==> config.mk <==
export PLATFORM = sky130hd
export DESIGN_NAME = adcck_ctrl
export DESIGN_NICKNAME = d
export VERILOG_FILES = /design/src/inc/adcck_pkg.sv /design/src/hw/adcck_ctrl.sv
export VERILOG_INCLUDE_DIRS = /design/src /design/src/inc
export SDC_FILE = /design/constraint.sdc
export NUM_CORES = 1
export LEC_CHECK = 0
export ABC_AREA = 0
export CAP_MARGIN = 20
export CORE_MARGIN = 2
export CORE_UTILIZATION = 37
export DETAILED_ROUTE_END_ITERATION = 16
export DONT_BUFFER_PORTS = 1
export GPL_TIMING_DRIVEN = 0
export SLEW_MARGIN = 25
export SYNTH_ARGS = -nofsm -noshare
export SYNTH_HDL_FRONTEND = slang
export SYNTH_SLANG_ARGS = --single-unit
==> constraint.sdc <==
create_clock -name aclk -period 3.6 [get_ports aclk]
set_input_delay 0.72 -clock aclk [delete_from_list [all_inputs] [get_ports aclk]]
set_output_delay 0.72 -clock aclk [all_outputs]
set_load 0.02 [all_outputs]
==> src/inc/adcck_consts.svh <==
// constants for the conversion clock and converter control block
//
// Behaviour
// - conversion clock divided by 1, 2, 4 or 8
// - division factor held in register 3
// - divider same for oscillator or external clock
// - oscillator off: clock pin is an input
// - pin or bit D4 reg 7 drives oscillator out
// - D5 and D3 set: oscillator clocks reference continuously
// - converter bias only during a conversion
// - register port independent of the conversion clock
// - three-bit gain field in register 4
// - four-bit channel field steers input switches
// - one channel bit swaps differential polarity
// - result bit 0 is OR of fault comparators
// - register 2 holds faults of last conversion
// - two's complement result, either bit order readable
// - differential codes span -8192 to 8191
// - single-ended codes span 0 to 8191
// - low result bit D1 always reads zero
// - approximation phase takes 14 divided clocks
// - four general pins individually input or output
// - dedicated pins: edge select, reset, oscillator enable
// - conversion 50 divided clocks, first 36 capture
// - rising edge on trigger pin starts conversion
// - busy high while a conversion runs
// - reset, start, oscillator: pin OR register bit
`ifndef ADCCK_CONSTS_SVH
`define ADCCK_CONSTS_SVH

// register indices, byte address is four times the index
`define ADCCK_IDX_RES_LO 3'h0
`define ADCCK_IDX_RES_HI 3'h1
`define ADCCK_IDX_FAULT 3'h2
`define ADCCK_IDX_CTRL 3'h3
`define ADCCK_IDX_GAINMUX 3'h4
`define ADCCK_IDX_GPIO_DATA 3'h5
`define ADCCK_IDX_GPIO_DIR 3'h6
`define ADCCK_IDX_OSCREF 3'h7

// field positions
`define ADCCK_CTRL_DF_LSB 0
`define ADCCK_CTRL_LSBF_BIT 5
`define ADCCK_GM_CNV_BIT 7
`define ADCCK_GM_GAIN_LSB 4
`define ADCCK_CH_SE_BIT 3
`define ADCCK_CH_SWAP_BIT 2
`define ADCCK_OR_SWRST_BIT 7
`define ADCCK_OR_REFERENCE_OSCILLATOR_BIT_BIT 5
`define ADCCK_OR_OSCILLATOR_ENABLE_BIT_BIT 4
`define ADCCK_OR_REFERENCE_ENABLE_BIT_BIT 3

// reset value of every register
`define ADCCK_REG_RESET 8'h00

// conversion sequence in divided clocks
`define ADCCK_CONV_CYCLES 6'h32
`define ADCCK_CAPTURE_CYCLES 6'h24
`define ADCCK_SAR_CYCLES 6'h0E

// timing
`define ADCCK_ACLK_FREQ_KHZ 10000
`define ADCCK_OSC_FREQ_KHZ 2500
`define ADCCK_OSC_HALF_CYCLES (`ADCCK_ACLK_FREQ_KHZ / (2 * `ADCCK_OSC_FREQ_KHZ))

`endif

==> src/inc/adcck_pkg.sv <==
// types of the conversion clock and converter control block
package adcck_pkg;
  typedef enum logic [2:0] {
    ST_IDLE = 3'b001,
    ST_CAPTURE = 3'b010,
    ST_SAR = 3'b100
  } adcck_conv_state_t;
  typedef logic [1:0] adcck_resp_t;
endpackage

==> src/hw/adcck_ctrl.sv <==
// conversion clock, sequencer, configuration registers and axi4-lite slave
//
// The implementer's own choices: the register offsets and the AXI4-Lite register port.
`timescale 1ns/1ps
`include "adcck_consts.svh"
module adcck_ctrl #(
  parameter int FAULT_W = 4,
  parameter int OSC_HALF = `ADCCK_OSC_HALF_CYCLES
) (
  // clock, reset, enable
  input wire logic aclk,
  input wire logic aresetn,
  input wire logic ce,
  // axi4-lite slave
  input wire logic [7:0] awaddr,
  input wire logic [2:0] awprot,
  input wire logic awvalid,
  output logic awready,
  input wire logic [31:0] wdata,
  input wire logic [3:0] wstrb,
  input wire logic wvalid,
  output logic wready,
  output adcck_pkg::adcck_resp_t bresp,
  output logic bvalid,
  input wire logic bready,
  input wire logic [7:0] araddr,
  input wire logic [2:0] arprot,
  input wire logic arvalid,
  output logic arready,
  output logic [31:0] rdata,
  output adcck_pkg::adcck_resp_t rresp,
  output logic rvalid,
  input wire logic rready,
  // dedicated pins
  input wire logic reset_pin,
  input wire logic edge_select_pin,
  input wire logic oscillator_enable_pin,
  input wire logic convert_pin,
  output logic busy,
  output logic sclk_rising_active,
  // conversion clock pin, two-way
  input wire logic conversion_clock_pin_in,
  output logic conversion_clock_pin_out,
  output logic conversion_clock_pin_oe,
  // general purpose pins, two-way
  input wire logic [3:0] general_purpose_pins_in,
  output logic [3:0] general_purpose_pins_out,
  output logic [3:0] general_purpose_pins_oe,
  // analog side
  input wire logic [13:0] sar_code,
  input wire logic [FAULT_W-1:0] fault_in,
  output logic divided_conversion_clock,
  output logic [2:0] gain_select_field,
  output logic [3:0] channel_select_field,
  output logic bias_en,
  output logic sar_phase,
  output logic osc_run,
  output logic ref_clk_en,
  output logic ref_en,
  output logic result_lsb_first
);
  // ----------------------------------------------------------------
  // declarations
  // ----------------------------------------------------------------
  logic aw_got, w_got, next_aw_got, next_w_got;
  logic [2:0] widx, next_widx;
  logic [7:0] wbyte, next_wbyte;
  logic next_awready, next_wready, next_bvalid, next_arready, next_rvalid;
  logic [31:0] next_rdata;
  adcck_pkg::adcck_resp_t next_bresp, next_rresp;
  logic do_wr, wr_ok;
  logic [7:0] rd_val;
  logic [7:0] ctrl, gainmux, gpio_data, gpio_dir, oscref;
  logic [7:0] next_ctrl, next_gainmux, next_gpio_data, next_gpio_dir, next_oscref;
  logic soft_rst, next_soft_rst, mrst, cnv_wr;
  logic [7:0] osc_cnt, next_osc_cnt;
  logic osc_lvl, next_osc_lvl, next_osc_run, osc_on;
  logic conversion_clock_pin_d, conversion_clock_pin_rise, divided_conversion_clock_tick, next_divided_conversion_clock;
  logic [2:0] presc, next_presc, df_mask;
  adcck_pkg::adcck_conv_state_t state, next_state;
  logic [5:0] cnt, next_cnt;
  logic start_pend, next_start_pend, conv_d, trigger, next_busy;
  logic [1:0] df_act, next_df_act;
  logic se_act, next_se_act, swap_act, next_swap_act;
  logic [FAULT_W-1:0] fault_acc, next_fault_acc, fault_st, next_fault_st;
  logic [7:0] res_lo, res_hi, next_res_lo, next_res_hi;
  logic [13:0] code;
  logic [3:0] gp_read;

  // master reset from pin or register bit
  assign mrst = reset_pin | soft_rst;
  assign do_wr = aw_got & w_got & ~bvalid;
  assign wr_ok = do_wr & (bresp == 2'b00) & (widx >= `ADCCK_IDX_CTRL);
  assign cnv_wr = wr_ok & (widx == `ADCCK_IDX_GAINMUX) & wbyte[`ADCCK_GM_CNV_BIT];

  // ----------------------------------------------------------------
  // axi4-lite slave, clocked by aclk only
  // ----------------------------------------------------------------
  // per-bit pin read value
  generate
    for (genvar i = 0; i < 4; i++) begin : g_gp
      assign gp_read[i] = gpio_dir[i] ? gpio_data[i] : general_purpose_pins_in[i];
    end
  endgenerate

  // read mux, unmapped reads zero
  always_comb begin
    unique case (araddr[4:2])
      `ADCCK_IDX_RES_LO: rd_val = res_lo;
      `ADCCK_IDX_RES_HI: rd_val = res_hi;
      `ADCCK_IDX_FAULT: rd_val = 8'(fault_st);
      `ADCCK_IDX_CTRL: rd_val = ctrl;
      `ADCCK_IDX_GAINMUX: rd_val = gainmux;
      `ADCCK_IDX_GPIO_DATA: rd_val = {4'h0, gp_read};
      `ADCCK_IDX_GPIO_DIR: rd_val = gpio_dir;
      `ADCCK_IDX_OSCREF: rd_val = oscref;
    endcase
  end

  // address and data taken in either order, answered together
  always_comb begin
    next_aw_got = aw_got;
    next_w_got = w_got;
    next_widx = widx;
    next_wbyte = wbyte;
    next_bvalid = bvalid & ~bready;
    next_bresp = bresp;
    if (awvalid & awready) begin
      next_aw_got = 1'b1;
      next_widx = awaddr[4:2];
      next_bresp = (awaddr[7:5] != 3'h0 || awaddr[1:0] != 2'h0) ? 2'b10 : 2'b00;
    end
    if (wvalid & wready) begin
      next_w_got = 1'b1;
      next_wbyte = wstrb[0] ? wdata[7:0] : 8'h00;
    end
    if (do_wr) begin
      next_aw_got = 1'b0;
      next_w_got = 1'b0;
      next_bvalid = 1'b1;
    end
    next_awready = ~next_aw_got & ~next_bvalid;
    next_wready = ~next_w_got & ~next_bvalid;
    next_rvalid = rvalid & ~rready;
    next_rdata = rdata;
    next_rresp = rresp;
    if (arvalid & arready) begin
      next_rvalid = 1'b1;
      next_rdata = {24'h000000, (araddr[7:5] == 3'h0 && araddr[1:0] == 2'h0) ? rd_val : 8'h00};
      next_rresp = (araddr[7:5] != 3'h0 || araddr[1:0] != 2'h0) ? 2'b10 : 2'b00;
    end
    next_arready = ~next_rvalid;
  end

  // bus registers
  always_ff @(posedge aclk) begin
    if (!aresetn) begin
      aw_got <= 1'b0;
      w_got <= 1'b0;
      widx <= 3'h0;
      wbyte <= 8'h00;
      awready <= 1'b0;
      wready <= 1'b0;
      bvalid <= 1'b0;
      bresp <= 2'b00;
      arready <= 1'b0;
      rvalid <= 1'b0;
      rdata <= 32'h00000000;
      rresp <= 2'b00;
    end else if (ce) begin
      aw_got <= next_aw_got;
      w_got <= next_w_got;
      widx <= next_widx;
      wbyte <= next_wbyte;
      awready <= next_awready;
      wready <= next_wready;
      bvalid <= next_bvalid;
      bresp <= next_bresp;
      arready <= next_arready;
      rvalid <= next_rvalid;
      rdata <= next_rdata;
      rresp <= next_rresp;
    end
  end

  // ----------------------------------------------------------------
  // configuration registers
  // ----------------------------------------------------------------
  always_comb begin
    next_ctrl = ctrl;
    next_gainmux = {1'b0, gainmux[6:0]};
    next_gpio_data = gpio_data;
    next_gpio_dir = gpio_dir;
    next_oscref = {1'b0, oscref[6:0]};
    next_soft_rst = 1'b0;
    if (wr_ok) begin
      unique case (widx)
        `ADCCK_IDX_CTRL: next_ctrl = wbyte;
        `ADCCK_IDX_GAINMUX: next_gainmux = {1'b0, wbyte[6:0]};
        `ADCCK_IDX_GPIO_DATA: next_gpio_data = {4'h0, wbyte[3:0]};
        `ADCCK_IDX_GPIO_DIR: next_gpio_dir = {4'h0, wbyte[3:0]};
        `ADCCK_IDX_OSCREF: begin
          next_oscref = {1'b0, wbyte[6:0]};
          next_soft_rst = wbyte[`ADCCK_OR_SWRST_BIT];
        end
        default: next_ctrl = ctrl;
      endcase
    end
    if (mrst) begin
      next_ctrl = `ADCCK_REG_RESET;
      next_gainmux = `ADCCK_REG_RESET;
      next_gpio_data = `ADCCK_REG_RESET;
      next_gpio_dir = `ADCCK_REG_RESET;
      next_oscref = `ADCCK_REG_RESET;
    end
  end

  // configuration flops and their pin copies
  always_ff @(posedge aclk) begin
    if (!aresetn) begin
      ctrl <= `ADCCK_REG_RESET;
      gainmux <= `ADCCK_REG_RESET;
      gpio_data <= `ADCCK_REG_RESET;
      gpio_dir <= `ADCCK_REG_RESET;
      oscref <= `ADCCK_REG_RESET;
      soft_rst <= 1'b0;
      gain_select_field <= 3'h0;
      channel_select_field <= 4'h0;
      general_purpose_pins_out <= 4'h0;
      general_purpose_pins_oe <= 4'h0;
      result_lsb_first <= 1'b0;
      ref_en <= 1'b0;
      sclk_rising_active <= 1'b0;
    end else if (ce) begin
      ctrl <= next_ctrl;
      gainmux <= next_gainmux;
      gpio_data <= next_gpio_data;
      gpio_dir <= next_gpio_dir;
      oscref <= next_oscref;
      soft_rst <= next_soft_rst;
      gain_select_field <= next_gainmux[6:4];
      channel_select_field <= next_gainmux[3:0];
      general_purpose_pins_out <= next_gpio_data[3:0];
      general_purpose_pins_oe <= next_gpio_dir[3:0];
      result_lsb_first <= next_ctrl[`ADCCK_CTRL_LSBF_BIT];
      ref_en <= next_oscref[`ADCCK_OR_REFERENCE_ENABLE_BIT_BIT];
      sclk_rising_active <= edge_select_pin;
    end
  end

  // ----------------------------------------------------------------
  // oscillator and prescaler
  // ----------------------------------------------------------------
  assign osc_on = oscillator_enable_pin | oscref[`ADCCK_OR_OSCILLATOR_ENABLE_BIT_BIT];
  // clock sensed at the pin whichever end drives it
  assign conversion_clock_pin_rise = conversion_clock_pin_in & ~conversion_clock_pin_d;
  assign df_mask = 3'((4'h1 << df_act) - 4'h1);
  assign divided_conversion_clock_tick = conversion_clock_pin_rise & (presc == df_mask);

  always_comb begin
    next_osc_run = osc_on | (oscref[`ADCCK_OR_REFERENCE_OSCILLATOR_BIT_BIT] & oscref[`ADCCK_OR_REFERENCE_ENABLE_BIT_BIT]);
    next_osc_cnt = osc_cnt;
    next_osc_lvl = osc_lvl;
    if (!next_osc_run) begin
      next_osc_cnt = 8'h00;
      next_osc_lvl = 1'b0;
    end else if (osc_cnt >= 8'(OSC_HALF - 1)) begin
      next_osc_cnt = 8'h00;
      next_osc_lvl = ~osc_lvl;
    end else begin
      next_osc_cnt = osc_cnt + 8'h01;
    end
    next_presc = presc;
    if (conversion_clock_pin_rise) begin
      next_presc = divided_conversion_clock_tick ? 3'h0 : presc + 3'h1;
    end
    next_divided_conversion_clock = (df_act == 2'h0) ? conversion_clock_pin_in : (next_presc <= (df_mask >> 1));
  end

  // oscillator, pin drive and divider flops
  always_ff @(posedge aclk) begin
    if (!aresetn) begin
      osc_cnt <= 8'h00;
      osc_lvl <= 1'b0;
      osc_run <= 1'b0;
      ref_clk_en <= 1'b0;
      conversion_clock_pin_d <= 1'b0;
      presc <= 3'h0;
      divided_conversion_clock <= 1'b0;
      conversion_clock_pin_out <= 1'b0;
      conversion_clock_pin_oe <= 1'b0;
    end else if (ce) begin
      osc_cnt <= next_osc_cnt;
      osc_lvl <= next_osc_lvl;
      osc_run <= next_osc_run;
      ref_clk_en <= oscref[`ADCCK_OR_REFERENCE_OSCILLATOR_BIT_BIT] & oscref[`ADCCK_OR_REFERENCE_ENABLE_BIT_BIT];
      conversion_clock_pin_d <= conversion_clock_pin_in;
      presc <= next_presc;
      divided_conversion_clock <= next_divided_conversion_clock;
      conversion_clock_pin_out <= next_osc_lvl;
      conversion_clock_pin_oe <= osc_on;
    end
  end

  // ----------------------------------------------------------------
  // conversion sequencer and result
  // ----------------------------------------------------------------
  assign trigger = (convert_pin & ~conv_d) | cnv_wr;

  always_comb begin
    next_state = state;
    next_cnt = cnt;
    next_start_pend = start_pend | trigger;
    next_df_act = df_act;
    next_se_act = se_act;
    next_swap_act = swap_act;
    next_fault_acc = fault_acc;
    next_fault_st = fault_st;
    next_res_lo = res_lo;
    next_res_hi = res_hi;
    code = sar_code;
    if (swap_act && !se_act) begin
      code = (sar_code == 14'h2000) ? 14'h1FFF : 14'(~sar_code + 14'h0001);
    end
    if (se_act && code[13]) begin
      code = 14'h0000;
    end
    unique case (state)
      adcck_pkg::ST_IDLE: begin
        next_df_act = ctrl[`ADCCK_CTRL_DF_LSB +: 2];
        if (divided_conversion_clock_tick && start_pend) begin
          next_state = adcck_pkg::ST_CAPTURE;
          next_cnt = 6'h00;
          next_start_pend = trigger;
          next_se_act = gainmux[`ADCCK_CH_SE_BIT];
          next_swap_act = gainmux[`ADCCK_CH_SWAP_BIT];
          next_fault_acc = '0;
        end
      end
      adcck_pkg::ST_CAPTURE: begin
        next_fault_acc = fault_acc | fault_in;
        if (divided_conversion_clock_tick) begin
          next_cnt = cnt + 6'h01;
          if (cnt == `ADCCK_CAPTURE_CYCLES - 6'h01) begin
            next_state = adcck_pkg::ST_SAR;
          end
        end
      end
      adcck_pkg::ST_SAR: begin
        next_fault_acc = fault_acc | fault_in;
        if (divided_conversion_clock_tick) begin
          next_cnt = cnt + 6'h01;
          if (cnt == `ADCCK_CONV_CYCLES - 6'h01) begin
            next_state = adcck_pkg::ST_IDLE;
            next_fault_st = fault_acc | fault_in;
            next_res_hi = code[13:6];
            next_res_lo = {code[5:0], 1'b0, |(fault_acc | fault_in)};
          end
        end
      end
    endcase
    if (mrst) begin
      next_state = adcck_pkg::ST_IDLE;
      next_cnt = 6'h00;
      next_start_pend = 1'b0;
      next_fault_st = '0;
      next_res_lo = `ADCCK_REG_RESET;
      next_res_hi = `ADCCK_REG_RESET;
    end
    next_busy = next_state != adcck_pkg::ST_IDLE;
  end

  // sequencer flops
  always_ff @(posedge aclk) begin
    if (!aresetn) begin
      state <= adcck_pkg::ST_IDLE;
      cnt <= 6'h00;
      start_pend <= 1'b0;
      conv_d <= 1'b0;
      df_act <= 2'h0;
      se_act <= 1'b0;
      swap_act <= 1'b0;
      fault_acc <= '0;
      fault_st <= '0;
      res_lo <= `ADCCK_REG_RESET;
      res_hi <= `ADCCK_REG_RESET;
      busy <= 1'b0;
      bias_en <= 1'b0;
      sar_phase <= 1'b0;
    end else if (ce) begin
      state <= next_state;
      cnt <= next_cnt;
      start_pend <= next_start_pend;
      conv_d <= convert_pin;
      df_act <= next_df_act;
      se_act <= next_se_act;
      swap_act <= next_swap_act;
      fault_acc <= next_fault_acc;
      fault_st <= next_fault_st;
      res_lo <= next_res_lo;
      res_hi <= next_res_hi;
      busy <= next_busy;
      bias_en <= next_busy;
      sar_phase <= next_state == adcck_pkg::ST_SAR;
    end
  end
endmodule // adcck_ctrl

==> results.md <==
- Hold buffer count at cts: 0
- Synthesized area: 5850 um2
- Cell family with most CP delay: simple AND/OR/NAND/NOR gates
- CP Max Fanout: 8
- First-pass DRT Iterations: 6
- Dpl cell area: 6200 um2
- Reg2Reg Setup Slack: 0.91 ns
- Die Area: 16800 um2
- Die Height: 130 um
- Synth cell types: 68
- Fill count: 1568
- PD cells: 498 nW/um2
- Setup tns final: 0 ns
- Mean Syn Cell Area: 8.10 um2
- Fraction of the mapped netlist area in adder cells: 1.93%
- Hold WC Path Type: input pin to register
- Input/output buffers: 0
- Worst slew pin tran: 0.976 ns
- Top cell type's share of synthesized area: 40.1%
- Final ANT Viol Nets: 0
- H-Tree Depth: 4
- FMAX: 0.371 GHz
- Status: finished clean
- Commonest non-fill, non-tap cell in the layout: dfxtp_1
- Critical path startpoint category: register
- Most used DFF post-synth: dfxtp_1
- Clock Sinks: 117
- Die Wd: 130 um
- Max Buffers Root-to-Sink: 2
- Setup Buffers After CTS: 0
- Cells after synthesis: 722
- Crit path time final: 2.69 ns
- Initial antenna violation count: 1
- Final cycle utilization of the critical path: 74.8%
- Clock skew: 0.0113 ns
- Slew headroom: 34.4%
- Via/cell ratio: 5.41
- Async S/R FF share, synth: 0%
- GRT Util Overall: 21.2%
- Hold path cells: 2
- Detailed placement HPWL: 13.3 mm
- Synth area leaders: dfxtp_1 (40%), nor2_1 (6.9%), a21oi_1 (6.1%)
- Crit path largest cell delay: 0.55 ns
- Most frequent cells in the layout: dfxtp_1 (117), nor2_1 (108), a21oi_1 (71)
- Worst Path Arrival: 3.04 ns
- Fraction of synthesized cell area in xor and xnor cells: 3.15%
- RePlAce Congestion: 0.907
- Fin. Hold Viols: 0
- CP most frequent cell: a21oi_1
- Crit Reg-Reg Startpoint: df_act[0]
- I/O pins: 160
- CP Class: register to register
- DR DRC count: 0
- Hold EP: fault_acc[1]
- VDD IR-drop max: 0.352 mV
- Routed len/inst: 18.2 um
- P&R area growth vs syn: 17.2%
- Post-synthesis compound-gate area fraction: 20.7%
- CP bufs+invs: 1
- Final wirelength: 18.0 mm
- R2r worst-path depth: 12
- EDFF count, synth: 0
- Simple-Gate Fraction of Synth Area: 22.6%
- Synth Warn #: 0
- Slew Limit Fails: 0
- Critical path's slowest cell: or4_4
- Seq cells post-synth: 117
- Final instance area: 6850 um2
- Mux cell area share after synthesis: 4.26%
- Largest net degree at the start of global routing: 17
- Synth area leader: dfxtp_1
- P_leak: 2.54 nW
- CP Capture Type: register
- # nets final: 868
- Share of cells above drive strength 1: 10.4%
- Critical path startpoint: df_act[0]
- Max-Cap Viols: 0
- Crit path cell chain: or4_4, o211a_4, nor2_1, nor3_1, a21oi_1, ha_1, inv_1, a21oi_1, a21oi_1, nor2_1, o21ai_0, a31oi_1
- Register area share after synthesis: 40.1%
- Core Area: 15300 um2
- Worst-Skew Late Latency: 0.42 ns
- Initial core utilization: 38.2%
- Vias in the first global route: 4808
- Clock Tree Root: clkbuf_16
- Initial drt markers: 468
- Worst-path clk slew: 0.06 ns
- First-pass GRT wire length: 27.0 mm
- CTS tree: done
- Crit. path cell count: 12
- Num CTS Buffers: 17
- Largest family of logic cells by synthesized area: simple AND/OR/NAND/NOR gates
- RR Endpoint: divided_conversion_clock
- CP Data Required Time: 3.94 ns
- Rows: 45
- Final setup vio count: 0
- RSZ-0062 raised after global routing: no
- Remaining global-route overflow: 0
- Min-delay src: fault_in[1]
- Detailed-route via count: 5362
- Post-CTS sizing: 0
[synthesized netlist by cell type (6+ instances only)]
cell type / instances
a211oi_1: 9
a21oi_1: 71
a22oi_1: 36
a31oi_1: 9
and3_1: 6
buf_4: 27
clkbuf_1: 31
dfxtp_1: 117
ha_1: 9
inv_1: 16
mux2i_1: 17
nand2_1: 69
nand2b_1: 11
nand3_1: 27
nand4_1: 7
nor2_1: 108
nor2b_1: 7
nor3_1: 12
nor4_1: 9
o21ai_0: 27
xnor2_1: 11
xor2_1: 10
[flip-flops by register name, indices dropped and copies added (netlist names), 2 cells and up]
register,flops
channel_select_field,3
cnt,6
ctrl,8
df_act,2
fault_acc,4
fault_st,4
gain_select_field,3
gpio_data,4
gpio_dir,4
osc_cnt,8
oscref,6
presc,3
rdata,8
res_hi,8
res_lo,7
state,3
wbyte,8
widx,3
[worst register-to-register path, stage by stage (launching register included)]
cell and delay [ns]:
dfxtp_1 0.38, or4_4 0.55, o211a_4 0.18, nor2_1 0.51, nor3_1 0.09, a21oi_1 0.17
ha_1 0.16, inv_1 0.03, a21oi_1 0.12, a21oi_1 0.05, nor2_1 0.07, o21ai_0 0.11
a31oi_1 0.19
[cells by family after synthesis]
group | Yosys count
xor gates and xnor gates | 21
buffers and inverters | 81
adders and majority gates | 9
muxes | 22
DFF | 117
and+or+nand+nor | 283
AOI/OAI and AO/OA | 188
other | 1
[per-layer routing]
| metal | vias to the layer above | track usage (%) | part of all wire, % |
|---|---|---|---|
| li1 | 2627 | - | - |
| met1 | 2498 | 28.7 | 45 |
| met2 | 210 | 32.6 | 46 |
| met3 | 27 | 6.77 | 8.0 |
| met4 | 0 | 6.14 | 1.4 |
| met5 | - | 0 | 0 |
[final cells by class]
| class | count | area (um2) | share of cell area (%) |
|---|---|---|---|
| Sequential cell | 117 | 2340 | 34.2 |
| Clock buffer | 18 | 439 | 6.41 |
| Antenna cell | 1 | 2.50 | 0.0365 |
| Tap cell | 211 | 264 | 3.85 |
| Clock inverter | 14 | 203 | 2.96 |
| Buffer | 64 | 360 | 5.26 |
| Inverter | 17 | 63.8 | 0.931 |
| Multi-Input combinational cell | 549 | 3180 | 46.4 |
[report_power, final]
part	internal, mW	switching (mW)	leakage (nW)
registers	1.31	0.0290	0.946
logic	0.0801	0.165	1.29
clock network	1.18	0.646	0.299
total	2.58	0.841	2.54
[how the worst max path moves through the flow]
stage                                to
3_3_place_gp                   rdata[3]
3_5_place_dp                  oscref[2]
6_report       divided_conversion_clock
4_1_cts        divided_conversion_clock
2_1_floorplan  divided_conversion_clock
5_1_grt        divided_conversion_clock
[per-stage QoR]
step                      cells  power [mW]  setup slack (ns)  hold WS, ns  util [%]
after detailed placement    958        1.61             0.696        0.449      40.5
after CTS                   990        3.44             0.895        0.437      44.7
after global routing        990        3.53             0.658        0.448      44.7
final                       991        3.42             0.906        0.450      44.8
after floorplan             747        1.55              1.28        0.429         -
after global placement      958        1.61             0.729        0.442      40.5
Note: power is estimated with default switching activity, not from simulation.
